$ cat src/common/aiops_regs.svh
// Register offsets, field positions and reset values of the I/O port.
`ifndef AIOPS_REGS_SVH
`define AIOPS_REGS_SVH

`define AIOPS_OFS_CTRL     8'h00
`define AIOPS_OFS_STATUS   8'h04
`define AIOPS_OFS_LATCH    8'h08
`define AIOPS_OFS_FIFO     8'h0C

`define AIOPS_CTRL_SYNC    0
`define AIOPS_CTRL_CAPEN   1
`define AIOPS_CTRL_RST     2'h3

`define AIOPS_ST_SELECTED  0
`define AIOPS_ST_EMPTY     1
`define AIOPS_ST_FULL      2
`define AIOPS_ST_OVERFLOW  3

`define AIOPS_LATCH_RST    8'h00
`define AIOPS_ADDR_ONES    8'hFF
`define AIOPS_ADDR_LOW_RST 8'h00
`define AIOPS_FIFO_DEPTH   32
`define AIOPS_BYTE_W       8
`define AIOPS_WORD_ZERO    32'h00000000

`endif

$ cat src/common/aiops_pkg.sv
// Types shared by the addressable I/O port files.
package aiops_pkg;
   typedef logic [7:0]  aiops_byte_t;
   typedef logic [31:0] aiops_word_t;
   typedef logic [1:0]  aiops_ctrl_t;
endpackage

$ cat src/logic/aiops_port.sv
// Addressable 8-bit I/O port with AHB-Lite registers and capture FIFO.
`timescale 1ns/1ps
`include "aiops_regs.svh"

module aiops_fifo #(
   parameter int WIDTH = `AIOPS_BYTE_W,
   parameter int DEPTH = `AIOPS_FIFO_DEPTH
) (
   // Clock and reset.
   input  wire logic             clock_i,
   input  wire logic             rst_n_i,
   // Filling side.
   input  wire logic             in_valid_i,
   output logic                  in_ready_o,
   input  wire logic [WIDTH-1:0] in_data_i,
   // Draining side.
   output logic                  out_valid_o,
   input  wire logic             out_ready_i,
   output logic      [WIDTH-1:0] out_data_o
);
   localparam int AW = $clog2(DEPTH);

   logic [WIDTH-1:0] mem [DEPTH];
   logic [AW:0]      wr_ptr;
   logic [AW:0]      rd_ptr;
   logic             full;
   logic             empty;

   assign empty       = (wr_ptr == rd_ptr);
   assign full        = (wr_ptr[AW] != rd_ptr[AW]) &&
                        (wr_ptr[AW-1:0] == rd_ptr[AW-1:0]);
   assign in_ready_o  = !full;
   assign out_valid_o = !empty;
   assign out_data_o  = mem[rd_ptr[AW-1:0]];

   always_ff @(posedge clock_i) begin
      if (in_valid_i && !full) begin
         mem[wr_ptr[AW-1:0]] <= in_data_i;
      end
   end

   always_ff @(posedge clock_i or negedge rst_n_i) begin
      if (!rst_n_i) begin
         wr_ptr <= '0;
      end else if (in_valid_i && !full) begin
         wr_ptr <= wr_ptr + 1'b1;
      end
   end

   always_ff @(posedge clock_i or negedge rst_n_i) begin
      if (!rst_n_i) begin
         rd_ptr <= '0;
      end else if (out_ready_i && !empty) begin
         rd_ptr <= rd_ptr + 1'b1;
      end
   end
endmodule

module aiops_port #(
   parameter aiops_pkg::aiops_byte_t ADDR_LOW_MATCH = `AIOPS_ADDR_LOW_RST
) (
   // Clock and reset.
   input  wire logic                   clock_i,
   input  wire logic                   rst_n_i,
   // Host side controls.
   input  wire logic                   bus_gate_n_i,
   input  wire logic                   select_strobe_i,
   input  wire logic                   write_strobe_i,
   input  wire logic                   latch_clk_i,
   // Host side bus, active low, two-way.
   input  wire aiops_pkg::aiops_byte_t host_bus_n_i,
   output aiops_pkg::aiops_byte_t      host_bus_n_o,
   output logic                        host_bus_oe_o,
   // User side controls.
   input  wire logic                   user_write_n_i,
   input  wire logic                   user_read_n_i,
   // User side bus, two-way.
   input  wire aiops_pkg::aiops_byte_t user_bus_i,
   output aiops_pkg::aiops_byte_t      user_bus_o,
   output logic                        user_bus_oe_o,
   // Capture back-pressure.
   output logic                        capture_ready_o,
   // AHB-Lite slave.
   input  wire logic                   hsel_i,
   input  wire logic [31:0]            haddr_i,
   input  wire logic [1:0]             htrans_i,
   input  wire logic                   hwrite_i,
   input  wire logic [2:0]             hsize_i,
   input  wire logic                   hready_i,
   input  wire aiops_pkg::aiops_word_t hwdata_i,
   output aiops_pkg::aiops_word_t      hrdata_o,
   output logic                        hreadyout_o,
   output logic                        hresp_o
);
   import aiops_pkg::*;

   aiops_byte_t data_latch;
   aiops_byte_t user_view;
   aiops_byte_t next_latch;
   aiops_byte_t fifo_head;
   aiops_ctrl_t ctrl;
   logic        selected;
   logic        gate;
   logic        addr_match;
   logic        addr_cycle;
   logic        host_wr;
   logic        user_wr;
   logic        latch_wr;
   logic        fifo_valid;
   logic        fifo_pop;
   logic        overflow;
   logic        ahb_go;
   logic        dp_wr;
   logic [7:0]  dp_addr;

   // Host side is qualified by the bus gate only; user side never is.
   assign gate       = !bus_gate_n_i;
   assign addr_match = ((host_bus_n_i ^ ADDR_LOW_MATCH) ==
                        `AIOPS_ADDR_ONES);
   assign addr_cycle = gate && latch_clk_i && select_strobe_i;
   // Data store needs select, except when both strobes are high.
   assign host_wr    = gate && latch_clk_i && write_strobe_i &&
                       user_write_n_i &&
                       (select_strobe_i || selected);
   assign user_wr    = !user_write_n_i &&
                       (!ctrl[`AIOPS_CTRL_SYNC] || latch_clk_i);
   assign latch_wr   = host_wr || user_wr;

   // The latch holds host polarity; user writes are stored inverted.
   always_comb begin
      next_latch = data_latch;
      if (user_wr) begin
         next_latch = ~user_bus_i;
      end else if (host_wr) begin
         next_latch = host_bus_n_i;
      end
   end

   always_ff @(posedge clock_i or negedge rst_n_i) begin
      if (!rst_n_i) begin
         data_latch <= `AIOPS_LATCH_RST;
         user_view  <= ~`AIOPS_LATCH_RST;
      end else begin
         data_latch <= next_latch;
         user_view  <= ~next_latch;
      end
   end

   always_ff @(posedge clock_i or negedge rst_n_i) begin
      if (!rst_n_i) begin
         selected <= 1'b0;
      end else if (addr_cycle) begin
         selected <= addr_match;
      end
   end

   assign host_bus_n_o  = data_latch;
   assign host_bus_oe_o = gate && !select_strobe_i &&
                          !write_strobe_i && selected;
   assign user_bus_o    = user_view;
   assign user_bus_oe_o = !user_read_n_i && user_write_n_i;

   // Every latch update is queued for software when capture is enabled and the FIFO is not full.
   aiops_fifo #(
      .WIDTH (`AIOPS_BYTE_W),
      .DEPTH (`AIOPS_FIFO_DEPTH)
   ) u_fifo (
      .clock_i     (clock_i),
      .rst_n_i     (rst_n_i),
      .in_valid_i  (latch_wr && ctrl[`AIOPS_CTRL_CAPEN]),
      .in_ready_o  (capture_ready_o),
      .in_data_i   (next_latch),
      .out_valid_o (fifo_valid),
      .out_ready_i (fifo_pop),
      .out_data_o  (fifo_head)
   );

   // AHB-Lite slave: zero wait states, read data registered in address phase.
   assign ahb_go      = hsel_i && hready_i && htrans_i[1];
   assign fifo_pop    = ahb_go && !hwrite_i &&
                        (haddr_i[7:0] == `AIOPS_OFS_FIFO);
   assign hreadyout_o = 1'b1;
   assign hresp_o     = 1'b0;

   always_ff @(posedge clock_i or negedge rst_n_i) begin
      if (!rst_n_i) begin
         dp_wr   <= 1'b0;
         dp_addr <= 8'h00;
      end else begin
         dp_wr   <= ahb_go && hwrite_i;
         dp_addr <= haddr_i[7:0];
      end
   end

   always_ff @(posedge clock_i or negedge rst_n_i) begin
      if (!rst_n_i) begin
         ctrl <= `AIOPS_CTRL_RST;
      end else if (dp_wr && dp_addr == `AIOPS_OFS_CTRL) begin
         ctrl <= hwdata_i[1:0];
      end
   end

   // A lost capture sets overflow; the set wins over a software clear.
   always_ff @(posedge clock_i or negedge rst_n_i) begin
      if (!rst_n_i) begin
         overflow <= 1'b0;
      end else if (latch_wr && ctrl[`AIOPS_CTRL_CAPEN] &&
                   !capture_ready_o) begin
         overflow <= 1'b1;
      end else if (dp_wr && dp_addr == `AIOPS_OFS_STATUS &&
                   hwdata_i[`AIOPS_ST_OVERFLOW]) begin
         overflow <= 1'b0;
      end
   end

   always_ff @(posedge clock_i or negedge rst_n_i) begin
      if (!rst_n_i) begin
         hrdata_o <= `AIOPS_WORD_ZERO;
      end else if (ahb_go && !hwrite_i) begin
         case (haddr_i[7:0])
            `AIOPS_OFS_CTRL: begin
               hrdata_o <= {30'h00000000, ctrl};
            end
            `AIOPS_OFS_STATUS: begin
               hrdata_o <= {28'h0000000, overflow, !capture_ready_o,
                            !fifo_valid, selected};
            end
            `AIOPS_OFS_LATCH: begin
               hrdata_o <= {24'h000000, data_latch};
            end
            `AIOPS_OFS_FIFO: begin
               hrdata_o <= fifo_valid ? {24'h000000, fifo_head}
                                      : `AIOPS_WORD_ZERO;
            end
            default: begin
               hrdata_o <= `AIOPS_WORD_ZERO;
            end
         endcase
      end
   end
endmodule

$ cat config.mk
export PLATFORM = sky130hd
export DESIGN_NAME = aiops_port
export DESIGN_NICKNAME = d
export VERILOG_FILES = /design/src/common/aiops_pkg.sv /design/src/logic/aiops_port.sv
export VERILOG_INCLUDE_DIRS = /design/src /design/src/common
export SDC_FILE = /design/constraint.sdc
export NUM_CORES = 1
export LEC_CHECK = 0
export ABC_AREA = 1
export BUFFER_PORTS_ARGS = -buffer_cell sky130_fd_sc_hd__buf_2
export CAP_MARGIN = 20
export CORE_ASPECT_RATIO = 1.25
export CORE_MARGIN = 4
export CORE_UTILIZATION = 53
export DETAILED_ROUTE_END_ITERATION = 10
export HOLD_SLACK_MARGIN = 0.05
export PLACE_DENSITY_LB_ADDON = 0.1
export RECOVER_POWER = 50
export SLEW_MARGIN = 25
export SYNTH_ARGS = -nofsm -noshare
export SYNTH_HDL_FRONTEND = slang
export SYNTH_HIERARCHICAL = 1
export SYNTH_SLANG_ARGS = --single-unit
$ cat constraint.sdc
create_clock -name clock_i -period 2.6 [get_ports clock_i]
set_clock_uncertainty 0.2 [all_clocks]
set_input_delay 0.13 -clock clock_i [delete_from_list [all_inputs] [get_ports clock_i]]
set_output_delay 0.13 -clock clock_i [all_outputs]
set_load 0.1 [all_outputs]
==> impl_metrics.env <==
export IMPL_finalCritPeriodShare=0.960
export IMPL_p_leak_nw=6.29
export IMPL_grt_max_degree=66
export IMPL_arrival_ns=2.17
export IMPL_slew_headroom=0.132
export IMPL_timing_fmax_ghz=0.400
export IMPL_rows=64
export IMPL_switchingPower_mw=3.24
export IMPL_dp_hpwl_um=19900
export IMPL_grt_use_met2=0.401
export IMPL_core_mm2=0.0246
export IMPL_rsz0062_at_grt="yes"
export IMPL_gr_max_usage_layer="met2"
export IMPL_dr_total_vias=9413
export IMPL_ys_seq_area_frac=0.670
export IMPL_netlist_instances=1284
export IMPL_avgSynthCellArea_um2=10.4
export IMPL_layout_drive_gt1_share=0.133
export IMPL_crit_required_ns=2.27
export IMPL_die_area_mm2=0.0278
export IMPL_syn_area_mm2=0.0133
export IMPL_post_cts_buffers=0
export IMPL_grt_ovfl_total=0
export IMPL_setup_viol=0
export IMPL_track_usage=0.233
export IMPL_ys_types=39
export IMPL_antenna_cells=0
export IMPL_numClockSinks=305
export IMPL_die_h_um=185
export IMPL_htreeDepth=1
export IMPL_path_clk_slew_ns=0.06
export IMPL_status="completed"
export IMPL_drc=0
export IMPL_finalCriticalPeriod_ns=2.50
export IMPL_routabilityCongestion=0.972
export IMPL_crit_type="reg2out"
export IMPL_synthTopCellsByArea="edfxtp_1, nand2_1, dfrtp_1"
export IMPL_drt_iter0_drc=764
export IMPL_initial_core_util=0.542
export IMPL_routed_wl_um=32300
export IMPL_setup_tns_ns=0
export IMPL_path_max_fanout=8
export IMPL_ys_ff_latch=305
export IMPL_clkPwrFrac=0.354
export IMPL_power_mw=11.7
export IMPL_peakVddDrop_mv=0.805
export IMPL_cap_viol_max_count=0
export IMPL_grt_pass1_wl_um=49700
export IMPL_die_x_um=150
export IMPL_min_path_type="in2reg"
export IMPL_postRouteAntennaNets=0
export IMPL_tightest_slew_ns=1.30
export IMPL_synth_most_common_cell="nand2_1"
export IMPL_startpoint_type="flip-flop"
export IMPL_end_kind="output pin"
export IMPL_slew_viol_final=0
export IMPL_synth_area_leader_cell="edfxtp_1"
export IMPL_async_flop_share=0.161
export IMPL_drt_vias_per_instance=5.28
export IMPL_synth_top_area_frac=0.577
export IMPL_worstSkewPairLatency_ns=0.55
export IMPL_cts_tree="yes"
export IMPL_power_density_mw_per_mm2=739
export IMPL_path_delay_family="buffers and inverters"
export IMPL_clk_path_buf_depth=3
export IMPL_synth_enable_flop_cells=256
export IMPL_synth_flop_cell="edfxtp_1"
export IMPL_crit_buf_inv=3
export IMPL_drt_pass1_iter_count=8
export IMPL_antenna_found_initial=0
export IMPL_syn2layout_area_growth_pct=18.6
export IMPL_cp_slowest_cell="dfrtp_1"
export IMPL_combPwrFrac=0.153
export IMPL_final_core_util=0.643
export IMPL_io_pins=149
export IMPL_max_stage_delay_ns=0.53
export IMPL_gr_usage_met3=0.0281
export IMPL_nNetsFinal=1530
export IMPL_p_int_mw=8.44
export IMPL_finalHoldViolCount=0
export IMPL_numCtsBuffers=30
export IMPL_cts_root_buf="clkbuf_16"
export IMPL_portBuffers=65
export IMPL_ys_warn_count=6
export IMPL_synthTopCellsByCount="nand2_1, edfxtp_1, nand3_1"
export IMPL_netSwitchingFraction=0.278
export IMPL_grt_pass1_vias=9034
export IMPL_seqPwrFrac=0.493
export IMPL_wire_per_inst_um=18.1
export IMPL_crit_chain="inv_1, nand2_1, nand2_1, nor2_1, nand4_4, buf_4, buf_4"
export IMPL_grt_use_met1=0.313
==> logic make-up after synthesis <==
family                     synth area share
and+or+nand+nor                       0.248
DFF                                   0.670
buffers and inverters                0.0493
AOI/OAI and AO/OA                    0.0232
xor gates and xnor gates            0.00460
adders and majority gates           0.00470
other                              0.000564
==> flip-flops by register name, summed over array words and instances, names as in the netlist <==
signal	cells
u_fifo/mem	256
dp_addr	8
host_bus_n_o	8
hrdata_o	8
user_bus_o	8
u_fifo/rd_ptr	6
u_fifo/wr_ptr	6
ctrl	2
dp_wr	1
overflow	1
selected	1
==> area by class of cell <==
| type | count | area [µm²] |
|---|---|---|
| Multi-Input combinational cell | 874 | 3980 |
| Tap cell | 330 | 413 |
| Clock buffer | 32 | 779 |
| Inverter | 38 | 149 |
| Fill cell | 1925 | 8790 |
| Clock inverter | 23 | 168 |
| Timing Repair Buffer | 180 | 1380 |
| Sequential cell | 305 | 8930 |
==> placed cells by master (no fill, tap or decap), drive strengths merged <==
cell,synthesis,final
clkinv,2,23
nand4,11,11
xor2,6,6
or2,1,1
nand3b,2,2
nor4,2,2
nand3,188,188
conb,2,26
nor2,63,63
a21boi,1,1
dlygate4sd3,0,54
dfstp,10,10
o21ai,12,12
dfrtp,39,39
clkinvlp,0,1
bufinv,0,2
a31oi,8,8
buf,65,90
inv,36,35
a21oi,33,33
edfxtp,256,256
nor2b,1,1
ha,5,5
xnor2,1,1
nand2,507,507
clkbuf,26,68
nor3,7,7
==> path summary, 6_finish.rpt <==
kind / startpoint / to / slack (ns) / cells after the start
setup / recovery: u_fifo/wr_ptr[0] / capture_ready_o / 0.10 / 7
hold / removal: haddr_i[2] / dp_addr[2] / 0.14 / 2
setup reg to reg: u_fifo/rd_ptr[2] / u_fifo/mem[10][1] / 0.11 / 9
hold reg to reg: hrdata_o[0] / hrdata_o[0] / 0.28 / 2
max in group asynchronous: rst_n_i / u_fifo/rd_ptr[0] / 0.41 / 4
min in group asynchronous: rst_n_i / host_bus_n_o[4] / 0.82 / 4
==> routing by layer <==
metal  vias to the layer above  share of wire  wire length (µm)
met1                      4468           0.42             13700
met5                         -              0                 0
met3                        62          0.056              1810
li1                       4581              -                 -
met4                         0          0.031               994
met2                       302           0.49             15800
==> repair_timing <==
action | 4_1_cts | 5_1_grt
setup endpoints to repair | 1 | 154
endpoints found under the hold margin | 102 | 0
hold buffers | 55 | 0
pin swaps | 0 | 0
gates resized for setup | 1 | 8
==> metrics by stage <==
step           cell area, µm²  hold WS [ns]  worst slack [ns]  instances
2_1_floorplan           13500        -0.366             0.175       1308
3_3_place_gp            14400        0.0549            0.0544       1673
3_5_place_dp            14400        0.0542            0.0378       1673
4_1_cts                 15900        0.0802           0.00846       1783
5_1_grt                 15800         0.127           -0.0349       1782
6_report                15800         0.144             0.103       1782
==> power groups by stage <==
stage	Clock [mW]	Combinational, mW	Sequential (mW)
6_report	4.13	1.79	5.76
5_1_grt	4.41	1.92	5.78
4_1_cts	4.21	1.83	5.75
3_5_place_dp	0	1.75	5.86
3_3_place_gp	0	1.72	5.85
2_1_floorplan	0	0.886	6.08
Power figures use the tool's default switching activity.
